--- src/design/rst_pwr_pkg.sv ---
// Purpose: Shared constants for the repeater reset and power control block
// Assumes: 100 MHz single clock, APB register access
// Notes:   Offsets are byte addresses of 32-bit words
package rst_pwr_pkg;

   // Register byte offsets
   localparam logic [7:0] CTRL_OFS   = 8'h00;
   localparam logic [7:0] STAT_OFS   = 8'h04;
   localparam logic [7:0] CUST_OFS   = 8'h08;
   localparam logic [7:0] STRAP_OFS  = 8'h0C;

   // Control field positions
   localparam int CTRL_SWRST_BIT  = 0;
   localparam int CTRL_CHG_BIT    = 1;
   localparam int CTRL_ROLE_BIT   = 2;
   localparam int CTRL_RAPWR_BIT  = 3;
   localparam int CTRL_RAPRD_BIT  = 4;
   localparam int CTRL_DSTBY_BIT  = 5;

   // Reset values
   localparam logic [5:0] CTRL_RST  = 6'h18;
   localparam logic [7:0] CUST_RST  = 8'h00;

   // Reset-pin synchroniser depth
   localparam int SYNC_STAGES = 2;

   // Power modes, one-hot
   typedef enum logic [6:0] {
      MODE_OFF    = 7'h01,
      MODE_DSTBY  = 7'h02,
      MODE_DETECT = 7'h04,
      MODE_L1     = 7'h08,
      MODE_L2     = 7'h10,
      MODE_ACT_FS = 7'h20,
      MODE_ACT_HS = 7'h40
   } pwr_mode_t;

   // Link states reported by the repeater core
   localparam logic [1:0] LINK_L0 = 2'h0;
   localparam logic [1:0] LINK_L1 = 2'h1;
   localparam logic [1:0] LINK_L2 = 2'h2;

endpackage : rst_pwr_pkg

--- src/design/rst_pwr_ctrl.sv ---
// Purpose: Reset sources, power modes, OVP and charging source control
// Assumes: All pin inputs synchronous to CLK_I except RST_B_I and RST_PIN_B_I
// Notes:   POR is RST_B_I; pin reset is RST_PIN_B_I
`timescale 1ns/1ps
////////////////////////////////////////////////////////////////////////////////
// Function
// - Reset pin is active low, no power loss
// - Address strap sampled once after POR
// - POR, software and pin reset sources
// - Serial bus lines released during reset
// - Resets clear config, spare pin logic
// - Leave reset in OTP-selected mode
// - Off, deep standby, active power sets
// - Detect, L1, L2: detectors only
// - Mode from standby, link, connection, speed
// - Host or peripheral role, switchable
// - L1 and L2 entry and exit
// - Protocol access only customer registers, configurable
// - Protocol messages accepted in any mode but off
// - Over-voltage disables USB2 path
// - Path re-enabled below falling threshold
// - Charging source on DN while bit set
// - Connect clears charging bit and source
// - Charging allowed in peripheral role too
// - Works from defaults without configuration
module rst_pwr_ctrl
   import rst_pwr_pkg::*;
(
   // Clock and resets
   input  wire logic        CLK_I,
   input  wire logic        RST_B_I,
   input  wire logic        RST_PIN_B_I,
   // APB slave
   input  wire logic        PSEL_I,
   input  wire logic        PENABLE_I,
   input  wire logic        PWRITE_I,
   input  wire logic [7:0]  PADDR_I,
   input  wire logic [31:0] PWDATA_I,
   output logic [31:0]      PRDATA_O,
   output logic             PREADY_O,
   output logic             PSLVERR_O,
   // Supplies, strap and OTP
   input  wire logic        SUPPLY_OK_I,
   input  wire logic [1:0]  ADDR_SEL_I,
   input  wire logic        OTP_DSTBY_I,
   input  wire logic        OTP_ROLE_I,
   // Link and connection status
   input  wire logic        CONNECTED_I,
   input  wire logic        HS_I,
   input  wire logic [1:0]  LINK_STATE_I,
   input  wire logic        OVP_I,
   // Protocol message register port
   input  wire logic        RAP_REQ_I,
   input  wire logic        RAP_WR_I,
   input  wire logic [7:0]  RAP_ADDR_I,
   input  wire logic [7:0]  RAP_WDATA_I,
   output logic             RAP_ACK_O,
   output logic [7:0]       RAP_RDATA_O,
   // Serial register bus enables
   output logic             SCL_OE_ALLOW_O,
   output logic             SDA_OE_ALLOW_O,
   // Power and path controls
   output logic             REGIF_PWR_O,
   output logic             FS_PWR_O,
   output logic             SE_DET_O,
   output logic             HS_PWR_O,
   output logic             USB2_PATH_EN_O,
   output logic             CHG_SRC_EN_O,
   output logic             ROLE_HOST_O,
   output logic [1:0]       TGT_ADDR_O
);

   ////////////////////////////////////////////////////////////////////////////
   // Reset combination

   logic pin_rst_b;
   logic sw_rst_r;
   logic cfg_rst_b;

   // Pin reset synchronised before use
   rst_sync u_pin_sync (
      .clk_i   (CLK_I),
      .rst_b_i (RST_PIN_B_I & RST_B_I),
      .rst_b_o (pin_rst_b)
   );

   // Low pin or software request clears configuration
   assign cfg_rst_b = pin_rst_b & ~sw_rst_r;

   // Software reset pulse; lives in POR domain only
   // Self-clearing, so the config reset lasts exactly one cycle; a flop
   // drives the async clear, so no decode glitch can reach it
   always_ff @(posedge CLK_I or negedge RST_B_I)
   begin
      if (!RST_B_I)
         sw_rst_r <= 1'b0;
      else
         sw_rst_r <= PSEL_I && PENABLE_I && PWRITE_I && PADDR_I == CTRL_OFS
                     && PWDATA_I[CTRL_SWRST_BIT] && !sw_rst_r;
   end

   ////////////////////////////////////////////////////////////////////////////
   // Strap capture, POR domain only

   typedef struct packed {
      logic       taken;
      logic [1:0] addr;
   } strap_t;

   strap_t st_r;
   strap_t st_nxt;

   // Captured once when supplies are good, then frozen
   always_comb
   begin
      st_nxt = st_r;
      if (!st_r.taken && SUPPLY_OK_I)
      begin
         st_nxt.taken = 1'b1;
         st_nxt.addr  = ADDR_SEL_I;
      end
   end

   always_ff @(posedge CLK_I or negedge RST_B_I)
   begin
      if (!RST_B_I)
         st_r <= '0;
      else
         st_r <= st_nxt;
   end

   ////////////////////////////////////////////////////////////////////////////
   // Configuration and mode state

   typedef struct packed {
      logic        ctrl_loaded;
      logic        chg_en;
      logic        role_host;
      logic        rap_wr_ok;
      logic        rap_rd_ok;
      logic        dstby;
      logic [7:0]  cust;
      pwr_mode_t   mode;
      logic        path_en;
      logic [31:0] prdata;
      logic        pready;
      logic        pslverr;
      logic        rap_ack;
      logic [7:0]  rap_rdata;
      logic        bus_allow;
      logic        conn_d;
      logic        regif;
      logic        fs_pwr;
      logic        hs_pwr;
      logic        se_det;
   } cfg_t;

   cfg_t c_r;
   cfg_t c_nxt;

   // Register read view
   function automatic logic [31:0] read_word(input logic [7:0] a, input cfg_t c,
                                             input strap_t s);
      logic [31:0] v;
      v = 32'h0000_0000;
      case (a)
         CTRL_OFS:  v[5:1] = {c.dstby, c.rap_rd_ok, c.rap_wr_ok, c.role_host, c.chg_en};
         STAT_OFS:  v[9:0] = {c.path_en, c.conn_d, c.mode, s.taken};
         CUST_OFS:  v[7:0] = c.cust;
         STRAP_OFS: v[1:0] = s.addr;
         default:   v = 32'h0000_0000;
      endcase
      return v;
   endfunction : read_word

   // Decides power mode from standby, connection, link and speed
   function automatic pwr_mode_t pick_mode(input logic dstby, input logic conn,
                                           input logic [1:0] link, input logic hs);
      pwr_mode_t m;
      if (dstby)
         m = MODE_DSTBY;
      else if (!conn)
         m = MODE_DETECT;
      else if (link == LINK_L1)
         m = MODE_L1;
      else if (link == LINK_L2)
         m = MODE_L2;
      else if (hs)
         m = MODE_ACT_HS;
      else
         m = MODE_ACT_FS;
      return m;
   endfunction : pick_mode

   logic apb_setup;
   logic apb_acc;
   assign apb_setup = PSEL_I && !PENABLE_I;
   assign apb_acc   = PSEL_I && PENABLE_I && c_r.pready;

   // Next-state logic
   always_comb
   begin
      c_nxt         = c_r;
      c_nxt.rap_ack = 1'b0;
      c_nxt.conn_d  = CONNECTED_I;
      // Defaults come from OTP after every reset
      if (!c_r.ctrl_loaded)
      begin
         c_nxt.ctrl_loaded = 1'b1;
         c_nxt.role_host   = OTP_ROLE_I;
         c_nxt.dstby       = OTP_DSTBY_I;
      end
      c_nxt.bus_allow = c_r.ctrl_loaded;
      // No wait state: ready asserted in the first access cycle
      c_nxt.pready  = apb_setup;
      c_nxt.pslverr = 1'b0;
      if (apb_setup)
      begin
         c_nxt.prdata  = read_word(PADDR_I, c_r, st_r);
         c_nxt.pslverr = PADDR_I > STRAP_OFS || PADDR_I[1:0] != 2'h0;
      end
      if (apb_acc && PWRITE_I && PADDR_I == CTRL_OFS)
      begin
         c_nxt.chg_en    = PWDATA_I[CTRL_CHG_BIT];
         c_nxt.role_host = PWDATA_I[CTRL_ROLE_BIT];
         c_nxt.rap_wr_ok = PWDATA_I[CTRL_RAPWR_BIT];
         c_nxt.rap_rd_ok = PWDATA_I[CTRL_RAPRD_BIT];
         c_nxt.dstby     = PWDATA_I[CTRL_DSTBY_BIT];
      end
      else if (apb_acc && PWRITE_I && PADDR_I == CUST_OFS)
         c_nxt.cust = PWDATA_I[7:0];
      // Protocol messages: customer register only, permission gated
      if (RAP_REQ_I && !c_r.rap_ack && c_r.mode != MODE_OFF)
      begin
         c_nxt.rap_ack   = 1'b1;
         c_nxt.rap_rdata = 8'hFF;
         if (RAP_ADDR_I == CUST_OFS)
         begin
            if (RAP_WR_I && c_r.rap_wr_ok)
               c_nxt.cust = RAP_WDATA_I;   // No arbitration, APB write loses
            else if (!RAP_WR_I && c_r.rap_rd_ok)
               c_nxt.rap_rdata = c_r.cust;
         end
      end
      // Connect kills charging source, wins over a same-cycle write
      if (CONNECTED_I && !c_r.conn_d)
         c_nxt.chg_en = 1'b0;
      c_nxt.mode    = pick_mode(c_nxt.dstby, CONNECTED_I, LINK_STATE_I, HS_I);
      c_nxt.path_en = !OVP_I;
      // Power set registered together with the mode it belongs to
      c_nxt.regif  = c_nxt.mode != MODE_OFF;
      c_nxt.fs_pwr = c_nxt.mode == MODE_ACT_FS;
      c_nxt.hs_pwr = c_nxt.mode == MODE_ACT_HS;
      c_nxt.se_det = c_nxt.mode inside {MODE_DETECT, MODE_L1, MODE_L2, MODE_ACT_FS};
   end

   // Configuration cleared by every reset source
   always_ff @(posedge CLK_I or negedge cfg_rst_b)
   begin
      if (!cfg_rst_b)
      begin
         // OTP defaults follow one cycle after release
         c_r           <= '0;
         c_r.rap_wr_ok <= CTRL_RST[CTRL_RAPWR_BIT];
         c_r.rap_rd_ok <= CTRL_RST[CTRL_RAPRD_BIT];
         c_r.cust      <= CUST_RST;
         c_r.mode      <= MODE_OFF;
      end
      else
         c_r <= c_nxt;
   end

   ////////////////////////////////////////////////////////////////////////////
   // Outputs, all registered

   // Power enables straight from flops; no decode glitch reaches the pins
   assign REGIF_PWR_O    = c_r.regif;
   assign FS_PWR_O       = c_r.fs_pwr;
   assign HS_PWR_O       = c_r.hs_pwr;
   assign SE_DET_O       = c_r.se_det;
   assign PRDATA_O       = c_r.prdata;
   assign PREADY_O       = c_r.pready;
   assign PSLVERR_O      = c_r.pslverr;
   assign RAP_ACK_O      = c_r.rap_ack;
   assign RAP_RDATA_O    = c_r.rap_rdata;
   assign SCL_OE_ALLOW_O = c_r.bus_allow;
   assign SDA_OE_ALLOW_O = c_r.bus_allow;
   assign USB2_PATH_EN_O = c_r.path_en;
   assign CHG_SRC_EN_O   = c_r.chg_en;
   assign ROLE_HOST_O    = c_r.role_host;
   assign TGT_ADDR_O     = st_r.addr;

   ////////////////////////////////////////////////////////////////////////////
   // Checks

   AST_OVP_OFF: assert property (@(posedge CLK_I) disable iff (!cfg_rst_b)
      OVP_I |=> !USB2_PATH_EN_O) else $error("path on during overvoltage");

   AST_OVP_ON: assert property (@(posedge CLK_I) disable iff (!cfg_rst_b)
      $fell(OVP_I) |-> ##1 USB2_PATH_EN_O) else $error("path not restored");

   AST_CONN_CHG: assert property (@(posedge CLK_I) disable iff (!cfg_rst_b)
      $rose(CONNECTED_I) |=> ##1 !CHG_SRC_EN_O) else $error("charge not cleared");

   AST_STRAP_HOLD: assert property (@(posedge CLK_I) disable iff (!RST_B_I)
      st_r.taken |=> $stable(st_r.addr)) else $error("strap changed");

   AST_SE_ONLY: assert property (@(posedge CLK_I) disable iff (!cfg_rst_b)
      c_r.mode inside {MODE_DETECT, MODE_L1, MODE_L2} |-> SE_DET_O && !HS_PWR_O && !FS_PWR_O)
      else $error("detector mode power wrong");

   AST_HS_ACT: assert property (@(posedge CLK_I) disable iff (!cfg_rst_b)
      c_r.mode == MODE_ACT_HS |-> HS_PWR_O && !FS_PWR_O) else $error("hs power wrong");

   AST_APB_WAIT: assert property (@(posedge CLK_I) disable iff (!cfg_rst_b)
      PSEL_I && !PENABLE_I |=> PREADY_O) else $error("apb ready late");

   AST_RAP_GATE: assert property (@(posedge CLK_I) disable iff (!cfg_rst_b)
      RAP_REQ_I && !RAP_ACK_O && RAP_ADDR_I != CUST_OFS && REGIF_PWR_O
      |=> RAP_ACK_O && RAP_RDATA_O == 8'hFF) else $error("rap outside customer set");

   AST_BUS_RST: assert property (@(posedge CLK_I)
      !cfg_rst_b |=> !SCL_OE_ALLOW_O && !SDA_OE_ALLOW_O) else $error("bus not released");

   AST_L1_MODE: assert property (@(posedge CLK_I) disable iff (!cfg_rst_b)
      CONNECTED_I && LINK_STATE_I == LINK_L1 && !c_nxt.dstby |=> c_r.mode == MODE_L1)
      else $error("l1 not entered");

   AST_OTP_LOAD: assert property (@(posedge CLK_I) disable iff (!cfg_rst_b)
      !c_r.ctrl_loaded |=> ROLE_HOST_O == $past(OTP_ROLE_I) && c_r.dstby == $past(OTP_DSTBY_I))
      else $error("otp defaults not loaded");

   AST_DETECT: assert property (@(posedge CLK_I) disable iff (!cfg_rst_b)
      !CONNECTED_I && !c_nxt.dstby |=> c_r.mode == MODE_DETECT && SE_DET_O && !HS_PWR_O)
      else $error("detached mode wrong");

   AST_SW_CLEAR: assert property (@(posedge CLK_I) disable iff (!RST_B_I)
      sw_rst_r |-> c_r.cust == CUST_RST && !CHG_SRC_EN_O && c_r.mode == MODE_OFF)
      else $error("software reset left config");

   AST_RAP_ACCEPT: assert property (@(posedge CLK_I) disable iff (!cfg_rst_b)
      RAP_REQ_I && !RAP_ACK_O && REGIF_PWR_O |=> RAP_ACK_O)
      else $error("rap message not accepted");

endmodule : rst_pwr_ctrl

--- src/design/rst_sync.sv ---
// Purpose: Reset synchroniser, async assert and sync release
// Assumes: Active-low reset inputs
// Notes:   First stage feeds only the second
`timescale 1ns/1ps
module rst_sync
   import rst_pwr_pkg::*;
(
   // Clock and raw reset
   input  wire logic clk_i,
   input  wire logic rst_b_i,
   // Synchronised reset
   output logic      rst_b_o
);

   logic [SYNC_STAGES-1:0] stage_r;

   // Immediate assert, release after two edges
   always_ff @(posedge clk_i or negedge rst_b_i)
   begin
      if (!rst_b_i)
         stage_r <= '0;
      else
         stage_r <= {stage_r[SYNC_STAGES-2:0], 1'b1};
   end

   assign rst_b_o = stage_r[SYNC_STAGES-1];

endmodule : rst_sync

--- config.mk ---
export PLATFORM = sky130hd
export DESIGN_NAME = rst_pwr_ctrl
export DESIGN_NICKNAME = d
export VERILOG_FILES = /design/src/design/rst_pwr_pkg.sv /design/src/design/rst_pwr_ctrl.sv /design/src/design/rst_sync.sv
export SDC_FILE = /design/constraint.sdc
export NUM_CORES = 1
export LEC_CHECK = 0
export ABC_AREA = 1
export BUFFER_PORTS_ARGS = -buffer_cell sky130_fd_sc_hd__buf_2
export CORE_ASPECT_RATIO = 1.2
export CORE_MARGIN = 4
export CORE_UTILIZATION = 43
export DETAILED_ROUTE_END_ITERATION = 8
export GPL_TIMING_DRIVEN = 0
export HOLD_SLACK_MARGIN = 0.15
export PLACE_DENSITY = 0.87
export SYNTH_ARGS = -nofsm -noshare
export SYNTH_HDL_FRONTEND = slang
export SYNTH_HIERARCHICAL = 1
export SYNTH_SLANG_ARGS = --single-unit
--- constraint.sdc ---
create_clock -name CLK_I -period 3 [get_ports CLK_I]
set_input_delay 0.45 -clock CLK_I [delete_from_list [all_inputs] [get_ports CLK_I]]
set_output_delay 0.45 -clock CLK_I [all_outputs]
set_load 0.05 [all_outputs]
==> results of run 1 <==
==> layout make-up <==
| class | instances | share of cell area |
|---|---|---|
| clock inverter | 3 | 0.005732 |
| timing repair buffer | 84 | 0.1200 |
| tap | 85 | 0.02866 |
| clock buffer | 5 | 0.01854 |
| sequential | 53 | 0.3584 |
| inverter | 39 | 0.04012 |
| multi-input combinational | 229 | 0.3281 |
| buffer | 48 | 0.1005 |
==> cells in the mapped netlist (3+ instances only) <==
cell       n  area share
nand2_1   74       0.093
dfrtp_1   50        0.42
buf_4     43        0.11
inv_1     36       0.045
nand3_1   30       0.050
nor2_1    29       0.037
a21oi_1    8       0.013
nand3b_1   8       0.020
nor3_1     8       0.013
nand2_2    6       0.013
nor2_2     5       0.010
nor2_4     5       0.019
o21ai_0    5      0.0084
buf_6      4       0.015
nand2_4    4       0.015
conb_1     3      0.0038
dfstp_2    3       0.026
nor2_8     3       0.020
==> logic make-up after synthesis <==
group	after synthesis
AOI/OAI and AO/OA	19
buffers and inverters	87
DFF	53
muxes	4
other	3
and+or+nand+nor	181
==> flip-flops by register name (all words and copies together), names as in the netlist, 2 cells and up <==
| name | count |
|---|---|
| PRDATA_O | 10 |
| RAP_RDATA_O | 8 |
| TGT_ADDR_O | 2 |
| c_r | 18 |
| u_pin_sync/stage_r | 2 |
==> metal layers <==
| layer | part of all wire | wire length [um] | track usage |
|---|---|---|---|
| met1 | 0.37 | 2649 | 0.1913 |
| met2 | 0.55 | 3894 | 0.3350 |
| met3 | 0.061 | 435 | 0.03977 |
| met4 | 0.021 | 152 | 0.06807 |
| met5 | 0 | 0 | 0 |
==> worst reg2reg max path: cells and delay by family, from the launching register on <==
kind	cells	cell delay [ns]
buffers and inverters	2	0.19
flip-flops	1	0.54
AO/OA/AOI/OAI	1	0.05
AND/OR/NAND/NOR	5	0.53
==> what timing repair did <==
action,in CTS,in global routing
endpoints found under the hold margin,6,0
gates resized for setup,0,0
hold buffers,2,0
==> path summary, 6_finish.rpt <==
kind,endpoint,slack (ns),cells after the start
setup / recovery,TGT_ADDR_O[0],1.48,2
hold / removal,USB2_PATH_EN_O$_DFF_PN0_,0.26,2
setup reg to reg,RAP_RDATA_O[0]$_DFFE_PN0P_,1.53,8
hold reg to reg,u_pin_sync/stage_r[1]$_DFF_PN0_,0.36,0
max in group asynchronous,c_r[67]$_DFFE_PN1P_,1.89,2
min in group asynchronous,USB2_PATH_EN_O$_DFF_PN0_,0.42,2
==> power groups by stage <==
stage | logic (mW) | clock network, mW | registers, mW
finish | 0.309 | 0.414 | 0.748
global route | 0.333 | 0.447 | 0.750
CTS | 0.310 | 0.417 | 0.748
detailed placement | 0.307 | 0 | 0.762
global placement | 0.296 | 0 | 0.761
floorplan | 0.199 | 0 | 0.790
==> metrics.md, run 1 <==
| Metric | Value |
|---|---|
| Status | `finished, final reports clean` |
| WL per Instance | `between 10 and 15 um` |
| I/O pin count | `128` |
| Residual DRC | `0` |
| Buffers on Ports | `a little over 80` |
| CP Capture Type | `output port` |
| Post-synthesis mux area share | `0.01428` |
| Vias in the first global route | `about 2,600` |
| Crit-path max cell delay | `~0.39 ns` |
| Dominant synthesized flop cell | `dfrtp_1` |
| Switching part of the total | `0.3225` |
| Fraction of registers with async set/reset | `1.000` |
| Pre-CTS setup slack | `~1.4 ns` |
| Setup-failing EPs final | `0` |
| Crit-path max FO | `3` |
| Critical path class | `flip-flop to output port` |
| Internal power | `approximately 1 mW` |
| Post-synth design cell area | `2979 um^2` |
| Worst setup margin | `about 1.5 ns` |
| Final-layout fill cell count | `622` |
| Post-layout min period | `about 1.5 ns` |
| Total Power | `between 1 and 1.5 mW` |
| CTS sink count | `53` |
| Max Transition Viols Final | `0` |
| GRT Total Usage | `0.1774` |
| Fin. Hold Viols | `0` |
| Setup TNS | `0 ns` |
| Cell family with most CP delay | `flip-flops` |
| RSZ-0062 raised after global routing | `no` |
| Combinational power share | `0.210` |
| Width of the die | `roughly 84 um` |
| GRT Residual Overflow | `0` |
| Arrival time at the worst endpoint | `between 1 and 1.5 ns` |
| Max Root-Sink Buffers | `2` |
| HPWL Detailed | `just under 6 mm` |
| Initial cell density of the core | `0.4537` |
| Util after Layout | `0.5652` |
| Min-delay src | `OVP_I` |
| Fin crit share | `0.5062` |
| Placed Instances | `536` |
| Via Count | `approximately 2,500` |
| Share of cells above drive strength 1 | `0.3883` |
| Clock transition at the registers of the reported paths | `around 0.1 ns` |
| XOR/XNOR share of the synthesized area | `0` |
| Post-synthesis sequential area ratio | `0.4465` |
| Mapped Avg Cell Area | `between 8 and 9 um^2` |
| Final hold slack | `about 0.26 ns` |
| Fmax | `between 600 and 700 MHz` |
| Later-pin clock latency in the skew report | `around 0.32 ns` |
| Worst Skew | `approximately 0.013 ns` |
| TritonCTS clock tree | `done` |
| Pin count of the biggest net entering global routing | `27` |
| Area of the multi-input gates | `between 1000 and 1500 um^2` |
| DR pass1 iterations | `5` |
| Crit-path cells | `buf_4 -> buf_2` |
| Clk pwr share | `0.281` |
| Final wirelength | `about 7.1 mm` |
| Max_cap viols | `0` |
| Die Span Y | `99.18 um` |
| Routed Antenna Nets | `0` |
| Leakage dissipation | `2.118 nW` |
| Commonest non-fill, non-tap cell in the layout | `buf_2` |
| Diodes inserted | `0` |
| Root buf cell | `clkbuf_8` |
| Seq. cell area | `around 1300 um^2` |
| First-pass GRT wire length | `about 12 mm` |
| Max_slew headroom | `0.5567` |
| Power density over the cells | `396.3 nW/um^2` |
| Worst path required time | `2.55 ns` |
| Inserted Clock Buffers | `5` |
| Worst setup SP type | `flip-flop` |
| Drt initial violations | `143` |
| Post-synthesis adder-cell area fraction | `0` |
| Via-to-Cell Ratio | `roughly 4.7` |
| Final Wtd Congestion | `between 0.8 and 0.9` |
| FF-to-FF Start | `c_r[50]$_DFF_PN1_` |
| Layout area overhead | `24.57%` |
| Commonest non-fill, non-tap cells in the layout | `buf_2, nand2_1, dfrtp_1` |
| Number of synthesized flops with an enable pin | `0` |
| Area of the core | `around 6600 um^2` |
| Compound-Gate Fraction of Synth Area | `0.03570` |
| Worst hold path class | `input port to flip-flop` |
| Worst Setup SP | `TGT_ADDR_O[0]$_DFFE_PN0P_` |
| Yosys warns | `6` |
| Final instance count without filler cells | `roughly 550` |
| Initial antenna violation count | `0` |
| Post-CTS Setup Inserts | `0` |
| Nets | `534` |
| Total die area | `~8300 um^2` |
| Worst Tran Pin Value | `about 0.66 ns` |
| Simple-Gate Fraction of Synth Area | `0.3247` |
| Post-route cell area | `between 3000 and 4000 um^2` |
| H-tree Lvls | `2` |
| Synth cell types | `35` |
| Synth Register Bits | `53` |
| Crit path buffers/inverters | `2` |
| Seq pwr share | `0.509` |
| Cell count after synthesis | `approximately 350` |
| Peak VDD IR | `~0.18 mV` |
| FP Rows | `32` |
| CP max stage cell | `dfrtp_1` |
| Post-DP Area | `about 3600 um^2` |
| Largest family of logic cells by synthesized area | `simple AND/OR/NAND/NOR gates` |
| Switching power | `about 0.47 mW` |
No activity file was read; power rests on OpenSTA's default activity.
==> inputs of run 2 (changes only) <==
==> constraint.sdc (replaced) <==
create_clock -name CLK_I -period 1.3 [get_ports CLK_I]
set_input_delay 0.195 -clock CLK_I [delete_from_list [all_inputs] [get_ports CLK_I]]
set_output_delay 0.195 -clock CLK_I [all_outputs]
set_load 0.05 [all_outputs]
==> run 2 against run 1 <==
- cell count is 2.2% higher
- design area increased by 4.8%
- critical path depth up 7
- via count grew 0.91%
- wire length increased by 2.4%
- clock skew shrank 0.0037 ns
- global-route usage is 0.18 points higher
- largest power group unchanged
- the run now ends with negative setup slack left
- sequential power rose by 130%
==> metrics.md, run 2 (same netlist as run 1, synthesis figures left out) <==
| Metric | Value |
|---|---|
| Status | `finished with violations` |
| Violated checks | `negative setup slack` |
| Via-to-Cell Ratio | `approximately 4.6` |
| GR peak layer | `met2` |
| Diodes inserted | `0` |
| Final wirelength | `approximately 7.3 mm` |
| Leakage dissipation | `roughly 2.2 nW` |
| H-tree Lvls | `2` |
| GRT Total Usage | `0.1792` |
| Max_slew headroom | `0.5379` |
| Worst path required time | `between 1.5 and 2 ns` |
| Initial antenna violation count | `0` |
| Largest register by flop count | `c_r` |
| I/O pin count | `128` |
| Fin. Hold Viols | `0` |
| Final Wtd Congestion | `a little over 0.8` |
| Util after Layout | `0.5924` |
| Reg2Reg Depth | `9` |
| CTS sink count | `between 50 and 60` |
| Routed Antenna Nets | `0` |
| Worst setup SP type | `flip-flop` |
| Worst Tran Pin Value | `between 0.6 and 0.7 ns` |
| FF-to-FF Start | `c_r[50]$_DFF_PN1_` |
| Peak VDD IR | `about 0.42 mV` |
| Inserted Clock Buffers | `5` |
| Setup-failing EPs final | `16` |
| RSZ-0062 raised after global routing | `yes` |
| Buffers on Ports | `81` |
| Max_cap viols | `0` |
| WHS Path Cells | `4` |
| DR pass1 iterations | `4` |
| Met1 usage | `0.2100` |
| Critical path class | `flip-flop to flip-flop` |
| Width of the die | `between 80 and 90 um` |
| Nets | `between 500 and 600` |
| Min-delay src | `RAP_WDATA_I[1]` |
| First-pass GRT wire length | `about 12 mm` |
| Power density over the cells | `a little under 900 nW/um^2` |
| Max Transition Viols Final | `0` |
| Max Root-Sink Buffers | `2` |
| FP Rows | `32` |
| Layout area overhead | `30.58%` |
| GR Layer Usage met3 | `0.03231` |
| TritonCTS clock tree | `done` |
| Pin count of the biggest net entering global routing | `25` |
| RR Endpoint | `c_r[57]$_DFF_PN0_` |
| WL per Instance | `~13 um` |
| HPWL Detailed | `about 5.5 mm` |
| Die Span Y | `99.18 um` |
| Share of cells above drive strength 1 | `0.4144` |
| Worst Skew | `0.009171 ns` |
| Later-pin clock latency in the skew report | `around 0.31 ns` |
| Commonest non-fill, non-tap cells in the layout | `buf_2, nand2_1, dfrtp_1` |
| Total die area | `approximately 8300 um^2` |
| Worst setup margin | `-0.07833 ns` |
| Met2 Use GR | `0.3239` |
| Worst hold path class | `input port to flip-flop` |
| Fmax | `725.5 MHz` |
| Via Count | `roughly 2,600` |
| Vias in the first global route | `roughly 2,500` |
| GRT Residual Overflow | `0` |
| Post-layout min period | `1.378 ns` |
| Final-layout fill cell count | `roughly 600` |
| Total Power | `approximately 3.4 mW` |
| Min-Delay Endpoint | `c_r[58]$_DFF_PN0_` |
| Flop-to-flop setup slack | `-0.08 ns` |
| Post-route cell area | `slightly below 4000 um^2` |
| Fin crit share | `1.060` |
| Drt initial violations | `between 200 and 250` |
| Commonest non-fill, non-tap cell in the layout | `buf_2` |
| Arrival time at the worst endpoint | `between 1.5 and 2 ns` |
| Clock transition at the registers of the reported paths | `around 0.090 ns` |
| Root buf cell | `clkbuf_8` |
| Initial cell density of the core | `0.4537` |
| Max reg flops | `18` |
| Area of the core | `between 6000 and 7000 um^2` |
| Crit-path max FO | `6` |
| Residual DRC | `0` |
| Post-DP Area | `around 3600 um^2` |
| CP Capture Type | `flip-flop` |
run 2: changes by cell type in the layout (fill, tap and decap cells not counted), sizes merged:
cell | before | now
dlygate4sd3 | 2 | 10
buf | 130 | 132
clkbuf | 5 | 7
clkinv | 1 | 2
clkinvlp | 1 | 0
inv | 40 | 39
nor2 | 42 | 43
run 2: power breakdown:
| part | total [mW] | internal [mW] | switching (mW) |
|---|---|---|---|
| sequential | 1.73 | 1.70 | 0.0317 |
| combinational | 0.768 | 0.253 | 0.514 |
| clock | 0.921 | 0.375 | 0.546 |
| total | 3.42 | 2.32 | 1.09 |
run 2: area by class of cell:
class                   instances  area [um^2]  share of cell area
multi-input cells             230         1296              0.3332
plain buffers                  48        372.9             0.09585
clock inverters                 2        10.01            0.002573
well taps                      85        106.4             0.02734
inverters                      39        148.9             0.03828
flip-flops and latches         53         1333              0.3426
repair buffers                 95        550.5              0.1415
clock buffers                   6        72.57             0.01866
run 2: repair_timing:
item	4_1_cts	5_1_grt
setup buffers	3	0
endpoints found under the hold margin	15	0
gates cloned	2	0
pin swaps	4	1
hold buffers	10	0
resized for setup	8	16
setup endpoints to repair	64	17
run 2: how the worst max path moves through the flow:
| stage | startpoint | to | slack, ns | cells past startpoint |
|---|---|---|---|---|
| 2_1_floorplan | c_r[50]$_DFF_PN1_ | RAP_RDATA_O[0]$_DFFE_PN0P_ | -0.03 | 8 |
| 3_3_place_gp | sw_rst_r$_DFF_PN0_ | RAP_ACK_O$_DFF_PN0_ | -0.34 | 1 |
| 3_5_place_dp | sw_rst_r$_DFF_PN0_ | RAP_ACK_O$_DFF_PN0_ | -0.41 | 1 |
| 4_1_cts | c_r[50]$_DFF_PN1_ | RAP_RDATA_O[2]$_DFFE_PN0P_ | -0.08 | 8 |
| 5_1_grt | c_r[50]$_DFF_PN1_ | RAP_RDATA_O[4]$_DFFE_PN0P_ | -0.20 | 8 |
| 6_report | c_r[50]$_DFF_PN1_ | c_r[57]$_DFF_PN0_ | -0.08 | 9 |
run 2: per-stage QoR:
| stage | setup TNS (ns) | setup WS, ns | hold WS, ns | instances |
|---|---|---|---|---|
| after floorplan | -0.2523 | -0.03154 | -0.1006 | 369 |
| after global placement | -12.70 | -0.3396 | 0.008698 | 535 |
| after detailed placement | -16.30 | -0.4142 | 0.008871 | 535 |
| after CTS | -1.142 | -0.08110 | 0.1610 | 558 |
| after global routing | -2.301 | -0.2000 | 0.1681 | 558 |
| final | -0.7811 | -0.07833 | 0.1592 | 558 |
run 2: routing by layer:
| layer | part of all wire | wire, um |
|---|---|---|
| met5 | 0 | 0 |
| met4 | 0.023 | 171 |
| met3 | 0.056 | 410 |
| met2 | 0.54 | 3942 |
| met1 | 0.38 | 2782 |
run 2: worst max-delay path, stage by stage, from the launching register on:
cell and delay [ns]:
dfstp_2 0.55, inv_2 0.03, nor2_2 0.08, nand2_2 0.09
nor2_8 0.14, nor2_8 0.06, buf_4 0.14, nand3b_1 0.10
nand2_1 0.08, inv_1 0.05
==> inputs of run 3 (changes only) <==
==> constraint.sdc (replaced) <==
create_clock -name CLK_I -period 1.3 [get_ports CLK_I]
set_input_delay 0.195 -clock CLK_I [delete_from_list [all_inputs] [get_ports CLK_I]]
set_output_delay 0.195 -clock CLK_I [all_outputs]
set_load 0.02 [all_outputs]
==> run 3 against run 2 <==
- the flow still finishes with violations (negative setup slack)
- global-route usage grew 0.20 points
- worst hold slack gained 0.00074 ns
- sequential share of layout area grew 0.15 points
- critical endpoint is now RAP_RDATA_O[1]$_DFFE_PN0P_
- largest cell class unchanged
- largest power group unchanged
- highest routed layer unchanged
==> metrics.md, run 3 (same netlist as run 1, synthesis figures left out) <==
| Metric | Value |
|---|---|
| Via Count | `between 2,000 and 3,000` |
| Pin count of the biggest net entering global routing | `25` |
| Max_slew headroom | `0.5509` |
| Commonest non-fill, non-tap cells in the layout | `buf_2, nand2_1, dfrtp_1` |
| Post-layout min period | `around 1.4 ns` |
| Min-Delay Endpoint | `c_r[62]$_DFF_PN0_` |
| Violated checks | `negative setup slack` |
| Crit-path max FO | `6` |
| Max Transition Viols Final | `0` |
| Arrival time at the worst endpoint | `around 1.6 ns` |
| WL per Instance | `13.03 um` |
| Residual DRC | `0` |
| Min-delay src | `RAP_WDATA_I[5]` |
| Clock transition at the registers of the reported paths | `about 0.090 ns` |
| Post-route cell area | `roughly 3900 um^2` |
| Worst setup margin | `-0.07961 ns` |
| FP Rows | `32` |
| Commonest non-fill, non-tap cell in the layout | `buf_2` |
| Worst Skew | `~0.0048 ns` |
| CP Capture Type | `flip-flop` |
| Total die area | `8330 um^2` |
| Width of the die | `83.99 um` |
| Final-layout fill cell count | `roughly 600` |
| Max reg flops | `18` |
| Routed Antenna Nets | `0` |
| Peak VDD IR | `0.5208 mV` |
| CP max stage cell | `dfstp_2` |
| GRT Total Usage | `0.1812` |
| Area of the core | `6566 um^2` |
| H-tree Lvls | `2` |
| GRT Residual Overflow | `0` |
| Post-DP Area | `3581 um^2` |
| Die Span Y | `99.18 um` |
| Status | `finished with violations` |
| Buffers on Ports | `roughly 80` |
| WHS Path Cells | `4` |
| Seq. cell area | `1330 um^2` |
| Worst hold path class | `input port to flip-flop` |
| Worst Tran Pin Value | `around 0.67 ns` |
| Max Root-Sink Buffers | `2` |
| First-pass GRT wire length | `around 12 mm` |
| Initial antenna violation count | `0` |
| Util after Layout | `0.5888` |
| I/O pin count | `128` |
| Later-pin clock latency in the skew report | `between 0.3 and 0.4 ns` |
| FF-to-FF Start | `c_r[50]$_DFF_PN1_` |
| Via-to-Cell Ratio | `roughly 4.5` |
| Largest register by flop count | `c_r` |
| Area of the multi-input gates | `between 1000 and 1500 um^2` |
| TritonCTS clock tree | `done` |
| Final hold slack | `approximately 0.16 ns` |
| DR pass1 iterations | `4` |
| Reg2Reg Depth | `8` |
| Power density over the cells | `~840 nW/um^2` |
| Setup-failing EPs final | `16` |
| Flop-to-flop setup slack | `-0.08 ns` |
| Layout area overhead | `29.78%` |
| CTS sink count | `between 50 and 60` |
| Max_cap viols | `0` |
| Diodes inserted | `0` |
| Critical path class | `flip-flop to flip-flop` |
| RR Endpoint | `RAP_RDATA_O[1]$_DFFE_PN0P_` |
| Root buf cell | `clkbuf_8` |
| Vias in the first global route | `around 2,600` |
| RSZ-0062 raised after global routing | `yes` |
| Inserted Clock Buffers | `5` |
| HPWL Detailed | `~5.5 mm` |
| Fmax | `between 700 and 800 MHz` |
| Fin crit share | `1.061` |
| Fin. Hold Viols | `0` |
| Share of cells above drive strength 1 | `0.4144` |
| Drt initial violations | `210` |
| Total Power | `3.244 mW` |
| Crit-path cells | `inv_2 -> nor2_2 -> nand2_2 -> nor2_8 -> nor2_8 -> buf_6 -> nor2_2 -> a21oi_1` |
| Cell family with most CP delay | `flip-flops` |
| Leakage dissipation | `2.193 nW` |
| Worst path required time | `roughly 1.5 ns` |
| Crit-path max cell delay | `0.54 ns` |
| Nets | `~550` |
| Initial cell density of the core | `0.4537` |
| Worst setup SP type | `flip-flop` |
| Final wirelength | `about 7.3 mm` |
| Crit path buffers/inverters | `2` |
| Final Wtd Congestion | `about 0.83` |
## run 3: cell count changes in the layout (fill, tap and decap cells not counted), sizes merged
cell    delta
clkbuf     -1
buf        +1
## run 3: worst max-delay path by stage
stage / startpoint / end / slack, ns / depth (start not counted)
after floorplan: c_r[50]$_DFF_PN1_ / RAP_RDATA_O[0]$_DFFE_PN0P_ / -0.02 / 8
after global placement: sw_rst_r$_DFF_PN0_ / RAP_RDATA_O[4]$_DFFE_PN0P_ / -0.23 / 1
after detailed placement: sw_rst_r$_DFF_PN0_ / RAP_RDATA_O[4]$_DFFE_PN0P_ / -0.32 / 1
after CTS: c_r[50]$_DFF_PN1_ / RAP_RDATA_O[4]$_DFFE_PN0P_ / -0.1 / 8
after global routing: c_r[50]$_DFF_PN1_ / RAP_RDATA_O[4]$_DFFE_PN0P_ / -0.14 / 8
final: c_r[50]$_DFF_PN1_ / RAP_RDATA_O[1]$_DFFE_PN0P_ / -0.08 / 8
## run 3: cell type report
type | count | area share
tap | 85 | 0.02751
multi-input combinational | 230 | 0.3327
timing repair buffer | 95 | 0.1395
clock buffer | 6 | 0.01877
clock inverter | 2 | 0.002589
sequential | 53 | 0.3440
buffer | 48 | 0.09644
inverter | 39 | 0.03851
## run 3: timing repair
item                                    in CTS  in global routing
endpoints found under the setup margin      63                 16
pin swaps                                    3                  1
setup buffers                                3                  0
hold buffers                                10                  0
gates cloned                                 2                  0
endpoints found under the hold margin       15                  0
resized for setup                           11                  9
## run 3: metal layers
layer | track usage | vias up | routed length [um]
met3 | 0.02651 | 7 | 417
met4 | 0.06559 | 0 | 109
met2 | 0.3399 | 82 | 4064
met5 | 0 | - | 0
met1 | 0.2081 | 1167 | 2678
li1 | - | 1265 | -
## run 3: power by group
part	leakage (nW)	internal [mW]	switching (mW)	total [mW]
registers	0.653	1.69	0.0307	1.73
logic	1.49	0.248	0.358	0.606
clock network	0.0450	0.375	0.538	0.913
## run 3: worst reg2reg max path, cell delays in order (launching register included)
cell	delay, ns
dfstp_2	0.54
inv_2	0.03
nor2_2	0.08
nand2_2	0.09
nor2_8	0.14
nor2_8	0.06
buf_6	0.15
nor2_2	0.09
a21oi_1	0.05
## run 3: through the flow
stage               setup TNS, ns  std cells  worst slack [ns]
floorplan                 -0.1780        369          -0.02225
global placement           -11.91        535           -0.2337
detailed placement         -16.32        535           -0.3233
CTS                        -1.288        558          -0.09707
global route               -2.009        558           -0.1386
finish                    -0.9367        558          -0.07961
